$ cat src/inc/crcchk_defs.vh
// Constants of the 16-bit checksum block: offsets, fields, resets.
// Assumes a 16-bit register port addressed by printed byte address.
`ifndef CRCCHK_DEFS_VH
`define CRCCHK_DEFS_VH

// Register byte addresses
`define CRCCHK_SAD_ADDR   16'hf0d0
`define CRCCHK_EAD_ADDR   16'hf0d2
`define CRCCHK_SSEG_ADDR  16'hf0d4
`define CRCCHK_ESEG_ADDR  16'hf0d6
`define CRCCHK_DATA_ADDR  16'hf0d8
`define CRCCHK_RES_ADDR   16'hf0da
`define CRCCHK_MOD_ADDR   16'hf0dc
`define CRCCHK_STAT_ADDR  16'hf0de
`define CRCCHK_MASK_ADDR  16'hf0e0

// Reset values
`define CRCCHK_SAD_RST    16'h0000
`define CRCCHK_EAD_RST    16'hfffc
`define CRCCHK_SSEG_RST   8'h00
`define CRCCHK_ESEG_RST   8'h0f
`define CRCCHK_DATA_RST   8'h00
`define CRCCHK_RES_RST    16'hffff
`define CRCCHK_MOD_RST    8'h00

// Mode register fields
`define CRCCHK_MOD_AEN    0
`define CRCCHK_MOD_DIR    1

// Status and mask field of the completion event
`define CRCCHK_IRQ_DONE   0

// Generator x^16+x^12+x^5+1, normal and bit-reversed form
`define CRCCHK_POLY_MSB   16'h1021
`define CRCCHK_POLY_LSB   16'h8408

`endif

$ cat src/hw/crcchk_step.v
// One byte folded into a 16-bit checksum, purely combinational.
// Assumes the caller registers the result; no state inside.
`timescale 1ns/100ps
`include "crcchk_defs.vh"

module crcchk_step (
    input  wire [15:0] crc_in,
    input  wire [7:0]  data_in,
    input  wire        msb_first,
    output wire [15:0] crc_out
);

    wire [15:0] chain [0:8];

    assign chain[0] = crc_in;

    // Eight single-bit shifts chained so one byte settles in a clock
    genvar i;
    generate
        for (i = 0; i < 8; i = i + 1) begin : g_bit
            wire        fb_lsb;
            wire        fb_msb;
            wire [15:0] nx_lsb;
            wire [15:0] nx_msb;
            assign fb_lsb = chain[i][0] ^ data_in[i];
            assign fb_msb = chain[i][15] ^ data_in[7 - i];
            assign nx_lsb = {1'b0, chain[i][15:1]} ^ (fb_lsb ? `CRCCHK_POLY_LSB : 16'h0000);
            assign nx_msb = {chain[i][14:0], 1'b0} ^ (fb_msb ? `CRCCHK_POLY_MSB : 16'h0000);
            assign chain[i + 1] = msb_first ? nx_msb : nx_lsb;
        end
    endgenerate

    assign crc_out = chain[8];

endmodule // crcchk_step

$ cat src/hw/crcchk_irq.v
// Sticky event flags, mask and one level interrupt line.
// Assumes events are one-cycle pulses on the same clock.
`timescale 1ns/100ps

module crcchk_irq #(
    parameter WIDTH = 1
) (
    input  wire             clock,
    input  wire             reset,
    input  wire [WIDTH-1:0] event_set,
    input  wire [WIDTH-1:0] clear_ones,
    input  wire             mask_wr,
    input  wire [WIDTH-1:0] mask_wdata,
    output wire [WIDTH-1:0] status,
    output wire [WIDTH-1:0] mask,
    output wire             irq
);

    reg [WIDTH-1:0] status_q;
    reg [WIDTH-1:0] mask_q;

    // Per flag: a set in the clearing cycle wins so no event is lost
    genvar i;
    generate
        for (i = 0; i < WIDTH; i = i + 1) begin : g_flag
            always @(posedge clock) begin
                if (reset) begin
                    status_q[i] <= 1'b0;
                end else if (event_set[i]) begin
                    status_q[i] <= 1'b1;
                end else if (clear_ones[i]) begin
                    status_q[i] <= 1'b0;
                end
            end
        end
    endgenerate

    // Mask is plain storage, one bit per flag
    always @(posedge clock) begin
        if (reset) begin
            mask_q <= {WIDTH{1'b0}};
        end else if (mask_wr) begin
            mask_q <= mask_wdata;
        end
    end

    assign status = status_q;
    assign mask   = mask_q;
    assign irq    = |(status_q & mask_q);

endmodule // crcchk_irq

$ cat src/hw/crcchk_top.v
// Checksum generator with byte-wise manual mode and a program
// memory scan that runs while the processor is halted.
// Assumes halt and memory port are logic on the same clock and
// that memory answers with mem_valid only while mem_req is high.
//
// Summary of operation
// Checksum uses generator x^16+x^12+x^5+1 in both modes.
// Mode bit 1 picks bit order: 0 LSB first, 1 MSB first.
// A byte written to the input register updates the result one clock later.
// Software seeds the result register, reset 0xffff; hardware updates it in place.
// While auto enable is 1, writes to input byte and result are ignored.
// While auto enable is 1, writes to address and segment registers are ignored.
// Halt with auto enable set starts scanning memory from start to end.
// On completion auto enable clears and a completion request is raised.
// Automatic mode consumes memory as 32-bit words, four bytes each.
// Start address bits 1:0 ignore writes, read zero, act as zero.
// End address bits 1:0 ignore writes, read zero, act as ones; reset 0xfffc.
// Start address and segment advance as memory is read.
// Mode bit 0 enables automatic mode, reset 0; bits 7:2 reserved.
// Leaving halt aborts; the next halt resumes where it stopped.
// Scan ends when current segment and address equal the end pair.
// An enabled completion request releases the processor from halt.
// Word bytes enter lowest address first with the selected order.
// One byte step completes inside one clock, so writes never stall.
//
// Implementation choice: the address-and-strobe port.
`timescale 1ns/100ps
`include "crcchk_defs.vh"

module crcchk_top #(
    parameter SEG_W = 8
) (
    input  wire               clock,
    input  wire               reset,
    input  wire [15:0]        reg_addr,
    input  wire [15:0]        reg_wdata,
    input  wire               reg_wr,
    input  wire               reg_rd,
    output wire [15:0]        reg_rdata,
    input  wire               halt_active,
    input  wire               safety_interrupt_enable,
    output wire               mem_req,
    output wire [SEG_W+15:0]  mem_addr,
    input  wire [31:0]        mem_rdata,
    input  wire               mem_valid,
    output wire               auto_done,
    output wire               halt_release,
    output wire               irq
);

    // Scan states
    localparam ST_IDLE  = 2'd0;
    localparam ST_FETCH = 2'd1;
    localparam ST_GAP   = 2'd2;

    // Reset images, sliced down to the bits that are really stored
    localparam [15:0] SAD_RST = `CRCCHK_SAD_RST;
    localparam [15:0] EAD_RST = `CRCCHK_EAD_RST;
    localparam [7:0]  MOD_RST = `CRCCHK_MOD_RST;

    // Software-visible storage
    reg [15:2]      start_addr_q;
    reg [15:2]      end_addr_q;
    reg [SEG_W-1:0] start_seg_q;
    reg [SEG_W-1:0] end_seg_q;
    reg [7:0]       input_byte_q;
    reg [15:0]      result_q;
    reg             auto_check_enable_q;
    reg             shift_order_select_q;

    // Scan control and outputs
    reg [1:0]       state_q;
    reg [1:0]       state_d;
    reg [15:0]      rdata_q;
    reg             done_q;
    reg             release_q;

    // Decoded accesses
    wire wr_sad;
    wire wr_ead;
    wire wr_sseg;
    wire wr_eseg;
    wire wr_data;
    wire wr_res;
    wire wr_mod;
    wire wr_stat;
    wire wr_mask;
    wire locked;

    // Checksum datapath
    wire [15:0] step_in0;
    wire [7:0]  byte_in0;
    wire [15:0] stage1;
    wire [15:0] stage2;
    wire [15:0] stage3;
    wire [15:0] stage4;

    // Scan events and position
    wire               word_taken;
    wire               at_end;
    wire               finish;
    wire [SEG_W+13:0]  pos_next;
    wire [0:0]         irq_status;
    wire [0:0]         irq_mask;

    // Writes that the running scan must not disturb
    assign locked  = auto_check_enable_q;
    assign wr_sad  = reg_wr && (reg_addr == `CRCCHK_SAD_ADDR)  && !locked;
    assign wr_ead  = reg_wr && (reg_addr == `CRCCHK_EAD_ADDR)  && !locked;
    assign wr_sseg = reg_wr && (reg_addr == `CRCCHK_SSEG_ADDR) && !locked;
    assign wr_eseg = reg_wr && (reg_addr == `CRCCHK_ESEG_ADDR) && !locked;
    assign wr_data = reg_wr && (reg_addr == `CRCCHK_DATA_ADDR) && !locked;
    assign wr_res  = reg_wr && (reg_addr == `CRCCHK_RES_ADDR)  && !locked;

    // Mode, status and mask stay writable at all times
    assign wr_mod  = reg_wr && (reg_addr == `CRCCHK_MOD_ADDR);
    assign wr_stat = reg_wr && (reg_addr == `CRCCHK_STAT_ADDR);
    assign wr_mask = reg_wr && (reg_addr == `CRCCHK_MASK_ADDR);

    // A word is consumed only while a fetch is outstanding
    assign word_taken = (state_q == ST_FETCH) && mem_valid && halt_active && auto_check_enable_q;

    // End compare on word position; end bits 1:0 count as ones
    assign at_end = (start_seg_q == end_seg_q) && (start_addr_q == end_addr_q);
    assign finish = word_taken && at_end;

    // Next word position, carry runs from address into segment
    assign pos_next = {start_seg_q, start_addr_q} + {{(SEG_W+13){1'b0}}, 1'b1};

    // Stage 0 is shared: the manual byte or the lowest byte of a word
    assign step_in0 = result_q;
    // Selected by the taken word, not the state, so a manual byte right
    // after an abort never folds in stale memory data
    assign byte_in0 = word_taken ? mem_rdata[7:0] : reg_wdata[7:0];

    // Four chained byte steps so a whole word folds in one clock
    crcchk_step u_step0 (
        .crc_in    (step_in0),
        .data_in   (byte_in0),
        .msb_first (shift_order_select_q),
        .crc_out   (stage1)
    );

    crcchk_step u_step1 (
        .crc_in    (stage1),
        .data_in   (mem_rdata[15:8]),
        .msb_first (shift_order_select_q),
        .crc_out   (stage2)
    );

    crcchk_step u_step2 (
        .crc_in    (stage2),
        .data_in   (mem_rdata[23:16]),
        .msb_first (shift_order_select_q),
        .crc_out   (stage3)
    );

    crcchk_step u_step3 (
        .crc_in    (stage3),
        .data_in   (mem_rdata[31:24]),
        .msb_first (shift_order_select_q),
        .crc_out   (stage4)
    );

    // Scan sequencer; a gap cycle separates fetches so memory sees
    // each new address as a fresh request
    always @* begin
        state_d = state_q;
        case (state_q)
            ST_IDLE: begin
                if (halt_active && auto_check_enable_q) begin
                    state_d = ST_FETCH;
                end
            end
            ST_FETCH: begin
                if (!halt_active || !auto_check_enable_q) begin
                    state_d = ST_IDLE;
                end else if (word_taken) begin
                    state_d = at_end ? ST_IDLE : ST_GAP;
                end
            end
            ST_GAP: begin
                if (halt_active) begin
                    state_d = ST_FETCH;
                end else begin
                    state_d = ST_IDLE;
                end
            end
            default: begin
                state_d = ST_IDLE;
            end
        endcase
    end

    always @(posedge clock) begin
        if (reset) begin
            state_q <= ST_IDLE;
        end else begin
            state_q <= state_d;
        end
    end

    // Start position: software loads it, the scan advances it. Abort
    // leaves it on the word not yet consumed, so a resume refetches it
    always @(posedge clock) begin
        if (reset) begin
            start_addr_q <= SAD_RST[15:2];
            start_seg_q  <= `CRCCHK_SSEG_RST;
        end else begin
            if (word_taken && !at_end) begin
                {start_seg_q, start_addr_q} <= pos_next;
            end else begin
                if (wr_sad) begin
                    start_addr_q <= reg_wdata[15:2];
                end
                if (wr_sseg) begin
                    start_seg_q <= reg_wdata[SEG_W-1:0];
                end
            end
        end
    end

    // End position is software storage only
    always @(posedge clock) begin
        if (reset) begin
            end_addr_q <= EAD_RST[15:2];
            end_seg_q  <= `CRCCHK_ESEG_RST;
        end else begin
            if (wr_ead) begin
                end_addr_q <= reg_wdata[15:2];
            end
            if (wr_eseg) begin
                end_seg_q <= reg_wdata[SEG_W-1:0];
            end
        end
    end

    // Input byte keeps the last accepted manual byte for readback
    always @(posedge clock) begin
        if (reset) begin
            input_byte_q <= `CRCCHK_DATA_RST;
        end else if (wr_data) begin
            input_byte_q <= reg_wdata[7:0];
        end
    end

    // Result: seed write, manual byte fold or whole-word fold; the
    // lock keeps the manual paths from racing a scan
    always @(posedge clock) begin
        if (reset) begin
            result_q <= `CRCCHK_RES_RST;
        end else if (word_taken) begin
            result_q <= stage4;
        end else if (wr_data) begin
            result_q <= stage1;
        end else if (wr_res) begin
            result_q <= reg_wdata;
        end
    end

    // Mode bits; completion clears the enable even against a write,
    // since the processor is halted whenever a scan can finish
    always @(posedge clock) begin
        if (reset) begin
            auto_check_enable_q  <= MOD_RST[`CRCCHK_MOD_AEN];
            shift_order_select_q <= MOD_RST[`CRCCHK_MOD_DIR];
        end else begin
            if (wr_mod) begin
                auto_check_enable_q  <= reg_wdata[`CRCCHK_MOD_AEN];
                shift_order_select_q <= reg_wdata[`CRCCHK_MOD_DIR];
            end
            if (finish) begin
                auto_check_enable_q <= 1'b0;
            end
        end
    end

    // Completion pulse and the halt release it may cause
    always @(posedge clock) begin
        if (reset) begin
            done_q    <= 1'b0;
            release_q <= 1'b0;
        end else begin
            done_q    <= finish;
            release_q <= finish && safety_interrupt_enable;
        end
    end

    // Completion flag for software with its own mask
    crcchk_irq #(
        .WIDTH (1)
    ) u_irq (
        .clock      (clock),
        .reset      (reset),
        .event_set  (finish),
        .clear_ones (reg_wdata[`CRCCHK_IRQ_DONE] & wr_stat),
        .mask_wr    (wr_mask),
        .mask_wdata (reg_wdata[`CRCCHK_IRQ_DONE]),
        .status     (irq_status),
        .mask       (irq_mask),
        .irq        (irq)
    );

    // Read data registered, valid only in the cycle after the strobe;
    // unmapped addresses and reserved bits read zero
    always @(posedge clock) begin
        if (reset) begin
            rdata_q <= 16'h0000;
        end else if (reg_rd) begin
            case (reg_addr)
                `CRCCHK_SAD_ADDR: begin
                    rdata_q <= {start_addr_q, 2'b00};
                end
                `CRCCHK_EAD_ADDR: begin
                    rdata_q <= {end_addr_q, 2'b00};
                end
                `CRCCHK_SSEG_ADDR: begin
                    rdata_q <= {{(16-SEG_W){1'b0}}, start_seg_q};
                end
                `CRCCHK_ESEG_ADDR: begin
                    rdata_q <= {{(16-SEG_W){1'b0}}, end_seg_q};
                end
                `CRCCHK_DATA_ADDR: begin
                    rdata_q <= {8'h00, input_byte_q};
                end
                `CRCCHK_RES_ADDR: begin
                    rdata_q <= result_q;
                end
                `CRCCHK_MOD_ADDR: begin
                    rdata_q <= {14'h0000, shift_order_select_q, auto_check_enable_q};
                end
                `CRCCHK_STAT_ADDR: begin
                    rdata_q <= {15'h0000, irq_status};
                end
                `CRCCHK_MASK_ADDR: begin
                    rdata_q <= {15'h0000, irq_mask};
                end
                default: begin
                    rdata_q <= 16'h0000;
                end
            endcase
        end else begin
            rdata_q <= 16'h0000;
        end
    end

    // Memory request is a level for the whole fetch cycle run; the
    // word address always has bits 1:0 at zero
    assign mem_req   = (state_q == ST_FETCH);
    assign mem_addr  = {start_seg_q, start_addr_q, 2'b00};

    assign reg_rdata    = rdata_q;
    assign auto_done    = done_q;
    assign halt_release = release_q;

endmodule // crcchk_top

$ cat config.mk
export PLATFORM = sky130hd
export DESIGN_NAME = crcchk_top
export DESIGN_NICKNAME = d
export VERILOG_FILES = /design/src/hw/crcchk_step.v /design/src/hw/crcchk_irq.v /design/src/hw/crcchk_top.v
export VERILOG_INCLUDE_DIRS = /design/src /design/src/inc
export SDC_FILE = /design/constraint.sdc
export NUM_CORES = 1
export LEC_CHECK = 0
export ABC_CLOCK_PERIOD_IN_PS = 5500
export BUFFER_PORTS_ARGS = -buffer_cell sky130_fd_sc_hd__clkbuf_2
export CORE_ASPECT_RATIO = 1.4
export CORE_MARGIN = 2
export CORE_UTILIZATION = 35
export CTS_CLUSTER_SIZE = 16
export DETAILED_ROUTE_END_ITERATION = 8
export GPL_TIMING_DRIVEN = 0
export PLACE_DENSITY = 0.62
export SETUP_SLACK_MARGIN = 0.3
export SYNTH_ARGS = -nofsm -noshare
export SYNTH_HDL_FRONTEND = slang
export SYNTH_SLANG_ARGS = --single-unit
$ cat constraint.sdc
create_clock -name clock -period 5.5 [get_ports clock]
set_input_delay 0.55 -clock clock [delete_from_list [all_inputs] [get_ports clock]]
set_output_delay 0.55 -clock clock [all_outputs]
set_load 0.05 [all_outputs]
==> run summary, run 1 <==
Summed over all failing endpoints, the final setup total negative slack is 0 ps. Counting instances in the post-synthesis netlist gives the leading cell types as 138 x sky130_fd_sc_hd__xnor2_1, 123 x sky130_fd_sc_hd__nand2_1, 93 x sky130_fd_sc_hd__a21oi_1. The run finished with clean final reports. A synthesized cell averages 8.04 µm². The critical path arrival is 5230 ps. The count of pins on the block boundary is 115. The tools report the count of hold buffers inserted by post-cts repair as 0. The number of input and output port buffers inserted was 98. The run gives 0.578 as the combinational share of power. The post-route worst hold slack was 399 ps; the normalized max-slew margin was 0.357.

After detailed routing, the average wire length per cell comes to 22.2 µm. The net count of the finished layout is 1443. Total vias in the final route: 10.0k.

The via density per instance was 5.73; the sum of overflow across all layers after global routing was 0. The remaining routing DRC violations was 0; the maximum vdd ir drop was 165 µV. The tools report the max-slew violation count as 0. The cell count after synthesis came out at 1256.

Max-cap violations in this run came to 0. The logs give 0.182 for the sequential cell area fraction in the yosys report and 1840 µm² for the combined flip-flop and latch cell area. The number of placed instances, taps included, is 1730. Summed over all instances, the cell type with the most area after synthesis is sky130_fd_sc_hd__dfxtp_1. The diode insertion count for antenna repair came out at 0. At the pin with the least slew margin, the transition time is 965 ps. The tools report the total placed instance area as 11100 µm².

The tree is rooted in a sky130_fd_sc_hd__clkbuf_16. By instance count, the leading cell after synthesis is sky130_fd_sc_hd__xnor2_1. The final cycle utilization of the critical path was 0.906; the combined buffer and inverter count along the critical path was 1. The number of clock buffers added by TritonCTS is 9. The number of antenna violations at the first check in global routing is 0. The number of inserted filler cells in the final layout is 2932, and the overall fraction of global-route tracks in use is 0.253. Among all flip-flop cells after synthesis, the most frequent one is sky130_fd_sc_hd__dfxtp_1. At the end of routability-driven placement, the weighted congestion stood at 0.999. Number of distinct library cells after synthesis: 98. By area the synthesized netlist is led by sky130_fd_sc_hd__dfxtp_1 18%, sky130_fd_sc_hd__xnor2_1 12%, sky130_fd_sc_hd__xnor3_1 7.8%. The H-tree depth is 3. Compared with the post-synthesis result, the final layout area differs by 13.6%. The logs give 0 for the final hold violation count and 58200 µm for the global-route wire length before repair. The final cell count without fillers came out at 1751. The core region is 28400 µm². The antenna violation net count after detailed routing was 0. The fraction of final layout cells sized beyond drive strength 1 was 0.148; the share of flip-flops with an asynchronous set or reset after synthesis was 0. Setup violations remaining at the end of the flow were counted as 0. The highest attainable clock frequency came out at 201 MHz.

The floorplan has 73 rows. Of all nets on the critical path, the largest fanout is 10. Via count of the first global-routing pass: 9694. For the proportion of power drawn by flip-flops and latches, the log shows 0.207. The flop-to-flop setup slack came out at 520 ps.

The largest single stage delay on the critical path is 540 ps. The number of synthesized register bits was 92. From bottom edge to top edge, the die measures 205 µm.

Worst path required time: 5750 ps. The clock drives 92 sinks. For the final database, setup skew stands at 10.0 ps. The slowest stage of the critical path is the sky130_fd_sc_hd__or4_1 cell.

The run gives 1950 µW as the cell internal power dissipation. For this run, the detailed router's first-pass iteration total came to 5. Power spread over the standard cell area amounts to 281 nW/µm². For this design the static power due to leakage is 0.00450 µW. The core occupancy in the finished layout came out at 0.404. The net load switching power was 1270 µW; the post-synth design cell area was 10100 µm². Walking the worst path, the cells encountered are buf_2 -> xnor2_1 -> or4_1 -> nand4b_1 -> xor3_1 -> o211ai_2 -> xnor2_2 -> xnor3_1 -> o21ai_1 -> xor3_1 -> mux2i_2 -> xnor2_2 -> xnor2_1 -> a2111o_1 -> o21a_1. The switching fraction of total power was 0.395.

Die width: 148 µm. TritonCTS built the clock tree. The run gives 0.355 as the effective utilization at floorplan. The family of cells with the greatest summed delay on the critical path is XOR/XNOR gates.

STA classifies the critical path endpoint as a flop. Yosys printed 0 warnings. For the half-perimeter wire length of the detailed placement result, the log shows 31000 µm. Clock-pin slew was measured on the worst setup and hold paths at 70 ps.

Path type of the worst min-delay path: in -> reg. The worst setup path is launched from a flop. The total wirelength of the detailed-routed design came out at 38900 µm. Entering global routing, the biggest net connects 17 pins.

The share of the synthesized area in the top cell type is 0.182, and the clock latency reported for the late side of the worst-skew pair is 360 ps. For the area of the die, the log shows 30200 µm². Startpoint-to-endpoint class of the critical path: reg -> reg. The clock passes through at most 2 buffers. The portion of total power attributed to the clock network was 0.216.

The area of the multi-input gates is 7840 µm². The final critical-path required period is 4980 ps, and the first-iteration detailed-routing DRC count is 792. In this run, synthesis inferred 0 flip-flops with an integrated enable.

Setup repair after global routing left no endpoint under its margin. The finished cells cover 11500 µm².
[worst register-to-register path, cell delays in order, from the launching register on]
cell and delay (ps):
sky130_fd_sc_hd__dfxtp_1 330, sky130_fd_sc_hd__buf_2 310, sky130_fd_sc_hd__xnor2_1 270, sky130_fd_sc_hd__or4_1 540, sky130_fd_sc_hd__nand4b_1 210, sky130_fd_sc_hd__xor3_1 320, sky130_fd_sc_hd__o211ai_2 400, sky130_fd_sc_hd__xnor2_2 210
sky130_fd_sc_hd__xnor3_1 510, sky130_fd_sc_hd__o21ai_1 270, sky130_fd_sc_hd__xor3_1 420, sky130_fd_sc_hd__mux2i_2 210, sky130_fd_sc_hd__xnor2_2 190, sky130_fd_sc_hd__xnor2_1 120, sky130_fd_sc_hd__a2111o_1 460, sky130_fd_sc_hd__o21a_1 120
[state kept, by name, indices dropped and copies added (netlist names)]
signal,flops
auto_check_enable_q,1
auto_done,1
end_addr_q,14
end_seg_q,8
halt_release,1
input_byte_q,8
reg_rdata,16
result_q,16
shift_order_select_q,1
start_addr_q,14
start_seg_q,8
state_q,2
u_irq.mask,1
u_irq.status,1
[final timing paths]
kind / start / to / cells past startpoint
setup / recovery: result_q[7] / result_q[10] / 15
hold / removal: safety_interrupt_enable / halt_release / 2
setup reg to reg: result_q[7] / result_q[10] / 15
hold reg to reg: input_byte_q[1] / input_byte_q[1] / 2
[cell type report]
| type | instances | area share |
|---|---|---|
| buffer | 93 | 0.0362 |
| inverter | 16 | 0.00523 |
| timing repair buffer | 103 | 0.0460 |
| clock buffer | 9 | 0.0196 |
| sequential | 92 | 0.161 |
| tap | 375 | 0.0409 |
| multi-input combinational | 1056 | 0.683 |
| clock inverter | 7 | 0.00840 |
[logic make-up (layout without fill, tap and decap cells)]
group,count (synthesis),in the layout,share of synthesized area
AND/OR/NAND/NOR,436,436,0.217
AO/OA/AOI/OAI,301,301,0.200
XOR/XNOR,266,266,0.300
buffers and inverters,109,228,0.0466
flip-flops,92,92,0.182
multiplexers,50,50,0.0528
adder cells (fa/ha/maj),1,1,0.00124
other,1,2,0.000371
[power by group through the flow]
stage / Clock (µW) / Sequential [µW] / Combinational, µW
CTS: 703 / 665 / 1840
global route: 727 / 665 / 1970
detailed placement: 0 / 681 / 1820
floorplan: 0 / 681 / 1410
finish: 695 / 666 / 1860
global placement: 0 / 681 / 1810
[metrics by stage]
| step | power [µW] | setup WS, ps |
|---|---|---|
| after detailed placement | 2500 | -59.5 |
| after global placement | 2490 | -125 |
| final | 3220 | 518 |
| after floorplan | 2100 | 922 |
| after CTS | 3200 | 277 |
| after global routing | 3360 | 340 |
[metal layers]
metal | global-route usage | part of all wire | vias to the layer above
li1 | - | - | 4694
met1 | 0.294 | 0.39 | 4708
met2 | 0.435 | 0.48 | 481
met3 | 0.0339 | 0.062 | 143
met4 | 0.163 | 0.074 | 0
met5 | 0 | 0 | -
[layout by cell type (no fill, tap or decap), drive strengths merged, types with 5 or more instances in the layout]
cell type and instances:
clkbuf 176, xnor2 146, nand2 125, nor2 97
a21oi 95, dfxtp 92, xor2 76, o21ai 70
mux2i 45, nor3 42, xnor3 37, nand3 36
buf 29, and3 20, a22oi 19, nor2b 18
and2 17, inv 16, nand4 15, o211ai 14
nor4 12, a211oi 12, a221oi 11, or3 11
nand2b 10, nor3b 9, o22ai 9, a31oi 8
o21a 7, a21o 7, xor3 7, or2 7
a21boi 6, nand3b 5, clkinv 5
[timing repair]
action | in CTS | in global routing
resized for setup | 4 | 9
cloned | 0 | 0
pin swaps | 1 | 1
setup buffers | 5 | 0
hold endpoints to repair | 0 | 0
setup endpoints to repair | 15 | 15
Power figures use the tool's default switching activity.
==> inputs of run 2 (changes only) <==
--- a/config.mk
+++ b/config.mk
@@ -10,11 +10,13 @@
 export BUFFER_PORTS_ARGS = -buffer_cell sky130_fd_sc_hd__clkbuf_2
 export CORE_ASPECT_RATIO = 1.4
 export CORE_MARGIN = 2
-export CORE_UTILIZATION = 35
+export CORE_UTILIZATION = 38
+export CTS_BUF_LIST = sky130_fd_sc_hd__clkbuf_2 sky130_fd_sc_hd__clkbuf_4 sky130_fd_sc_hd__clkbuf_8
 export CTS_CLUSTER_SIZE = 16
 export DETAILED_ROUTE_END_ITERATION = 8
 export GPL_TIMING_DRIVEN = 0
-export PLACE_DENSITY = 0.62
+export MAX_ROUTING_LAYER = met4
+export PLACE_DENSITY = 0.66
 export SETUP_SLACK_MARGIN = 0.3
 export SYNTH_ARGS = -nofsm -noshare
 export SYNTH_HDL_FRONTEND = slang
==> run 2 against run 1 <==
- clock power shrank 34%
- first-iteration DRC count up 39%
- flip-flop and latch count unchanged
- global-route usage is 2.6 points higher
- critical path type unchanged
- largest cell class unchanged
- largest power group unchanged
==> run summary, run 2 (same netlist as run 1, synthesis figures left out) <==
The clock-pin slew reported for the worst setup and hold paths after clock tree synthesis is 110 ps (+40 ps). The final hold violation count is 0 (unchanged), and the clock latency reported for the late side of the worst-skew pair is 400 ps (+40 ps). The routability congestion estimate from global placement is 1.03 (+2.7%), and the maximum vdd ir drop is 177 µV (+7.1%). The cell at the slowest stage of the critical path was sky130_fd_sc_hd__xnor3_1. The final setup skew is 30.9 ps (+20.9 ps). The via density per instance is 5.98 (+4.5%), and the antenna violation net count after detailed routing is 0 (unchanged). The run gives 0 (unchanged) as the diode insertion count for antenna repair. Walking the worst path, the cells encountered are nand4b_2 -> buf_2 -> nor3_1 -> a21oi_1 -> xnor2_1 -> mux2i_1 -> xor2_1 -> xnor2_2 -> xnor3_1 -> xnor3_2 -> mux2i_2 -> xnor2_2 -> xnor2_1 -> a2111o_1 -> o21a_1. The highest cell delay on the worst timing path was 530 ps (about the same); the overall fraction of global-route tracks in use was 0.279 (+0.0262).

Final cycle utilization of the critical path: 0.932 (+0.0258). The worst-path maximum fanout is 10 (unchanged). The startpoint-to-endpoint class of the critical path was reg -> reg. The combined flip-flop and latch cell area was 1840 µm² (unchanged). Placement row count: 70 (-4.1%). Type of origin of the critical path: a flop.

The max-cap check violation count is 0 (unchanged), and the area of the die is 27900 µm² (-7.7%). The count of pins on the block boundary is 115 (unchanged). The slew at the pin closest to its max-slew limit is 900 ps (-64.9 ps), and the cell area after layout is 11300 µm² (-1.4%). The vertical die dimension was 197 µm (-4.0%).

The run gives 9 (unchanged) as the number of clock buffers inserted by TritonCTS. Critical path capture point type: a flop. TritonCTS built the clock tree.

The final cell count without fillers came out at 1701 (-2.9%). The layout overhead on the synthesized area came out at 12.1%. For the half-perimeter wire length of the detailed placement result, the log shows 30400 µm (-1.9%). The worst path required time is 5790 ps (+40 ps), and the total vias in the final route is 10.2k (+1.5%). The power density over the cells was 265 nW/µm² (-5.4%); the first-iteration detailed-routing DRC count was 1104 (+39%).

The total placed cells including tap cells came out at 1679 (-2.9%). The run finished with clean final reports. The die width came out at 142 µm (-3.9%). For the number of inserted filler cells in the final layout, the log shows 2685 (-8.4%). The average wire per cell in the routed design works out to 22.6 µm (+1.5%). The logs give 11000 µm² (-0.58%) for the total placed instance area and 57300 µm (-1.6%) for the global-route wire length before repair. The iteration count of the initial detailed-routing pass is 7 (+2). The fraction of final layout cells sized beyond drive strength 1 was 0.154 (+0.00570).

The run gives 5420 ps (+190 ps) as the critical path arrival. The core occupancy in the finished layout is 0.434 (+0.0297), and the max-slew violation count is 0 (unchanged). The floorplan core area is 26100 µm² (-8.1%), and the combined buffer and inverter count along the critical path is 1 (unchanged). Sum of overflow across all layers after global routing: 0 (unchanged).

In the layout the commonest cells are 134 x sky130_fd_sc_hd__xnor2_1, 123 x sky130_fd_sc_hd__nand2_1, 103 x sky130_fd_sc_hd__clkbuf_2. The number of endpoints failing setup at the final stage was 0 (unchanged); the normalized max-slew margin was 0.395 (+0.0387). The maximum root-to-sink buffer count is 2 (unchanged), and the H-tree depth is 3 (unchanged).

The final critical-path required period came out at 5120 ps (+142 ps). The number of clock sinks is 92 (unchanged). The highest attainable clock frequency was 195 MHz (-2.8%). For the total leakage power, the log shows 0.00446 µW (-0.80%). The tools report the remaining routing DRC violations as 0 (unchanged). The largest net degree at the start of global routing was 19 (+2). Leaving out fill and tap cells, the most frequent cell in the layout is sky130_fd_sc_hd__xnor2_1.

The root cell of the clock tree was sky130_fd_sc_hd__clkbuf_8. The count of hold buffers inserted by post-cts repair is 0 (unchanged). The area of the multi-input gates came out at 7860 µm² (+0.29%).

For the effective utilization at floorplan, the log shows 0.387 (+0.0314). The family of cells with the greatest summed delay on the critical path was XOR/XNOR gates. The number of antenna violations at the first check in global routing came out at 0 (unchanged). The number of input and output port buffers inserted works out to 98 (unchanged). The run gives 364 ps (-34.4 ps) as the post-route worst hold slack.

The total wirelength of the detailed-routed design is 38400 µm (-1.4%), and the number of nets in the final layout is 1444 (+0.069%). The path type of the worst min-delay path is in -> reg. Via count of the first global-routing pass: 9418 (-2.8%). Setup repair after global routing left no endpoint under its margin.
[run 2: cell count changes in the layout (fill, tap and decap cells not counted), moves of 2 or more]
cell,before,now
sky130_fd_sc_hd__clkbuf_8,0,9
sky130_fd_sc_hd__xnor2_1,136,134
sky130_fd_sc_hd__clkinv_8,0,2
sky130_fd_sc_hd__clkbuf_1,67,64
sky130_fd_sc_hd__xnor2_2,9,11
sky130_fd_sc_hd__clkbuf_2,100,103
sky130_fd_sc_hd__bufinv_16,2,0
sky130_fd_sc_hd__clkbuf_16,9,0
[run 2: timing repair]
action / 4_1_cts / 5_1_grt
endpoints found under the setup margin: 16 / 14
resized for setup: 7 / 14
gates cloned: 0 / 0
pin swaps: 0 / 2
buffers inserted: 0 / 6
endpoints found under the hold margin: 0 / 0
[run 2: layout make-up]
class	instances	area share
Tap cell	324	0.0358
Multi-Input combinational cell	1056	0.694
Inverter	16	0.00531
Timing Repair Buffer	104	0.0473
Clock inverter	7	0.00630
Buffer	93	0.0370
Clock buffer	9	0.0109
Sequential cell	92	0.163
[run 2: final timing paths]
check	slack (ps)	cells past startpoint	end	start
setup / recovery	380	15	result_q[10]	auto_check_enable_q
hold / removal	360	2	halt_release	safety_interrupt_enable
setup reg to reg	380	15	result_q[10]	auto_check_enable_q
hold reg to reg	460	2	input_byte_q[1]	input_byte_q[1]
[run 2: power breakdown]
part	switching, µW	total [µW]	leakage (µW)	internal (µW)
combinational	993	1880	0.00362	885
clock	285	460	0.0000957	175
sequential	0.00955	666	0.000743	666
[run 2: through the flow]
step | worst slack, ps | TNS (ps) | power, µW
2_1_floorplan | 922 | 0 | 2100
3_3_place_gp | -295 | -1430 | 2490
3_5_place_dp | -295 | -1400 | 2500
4_1_cts | 413 | 0 | 2970
5_1_grt | 308 | 0 | 3140
6_report | 377 | 0 | 3000
[run 2: routing by layer]
metal  vias up  GRT usage  part of all wire
met2       540      0.448              0.47
met5         -          -                 0
met4         0      0.180             0.075
li1       4686          -                 -
met1      4810      0.336              0.39
met3       138     0.0228             0.065
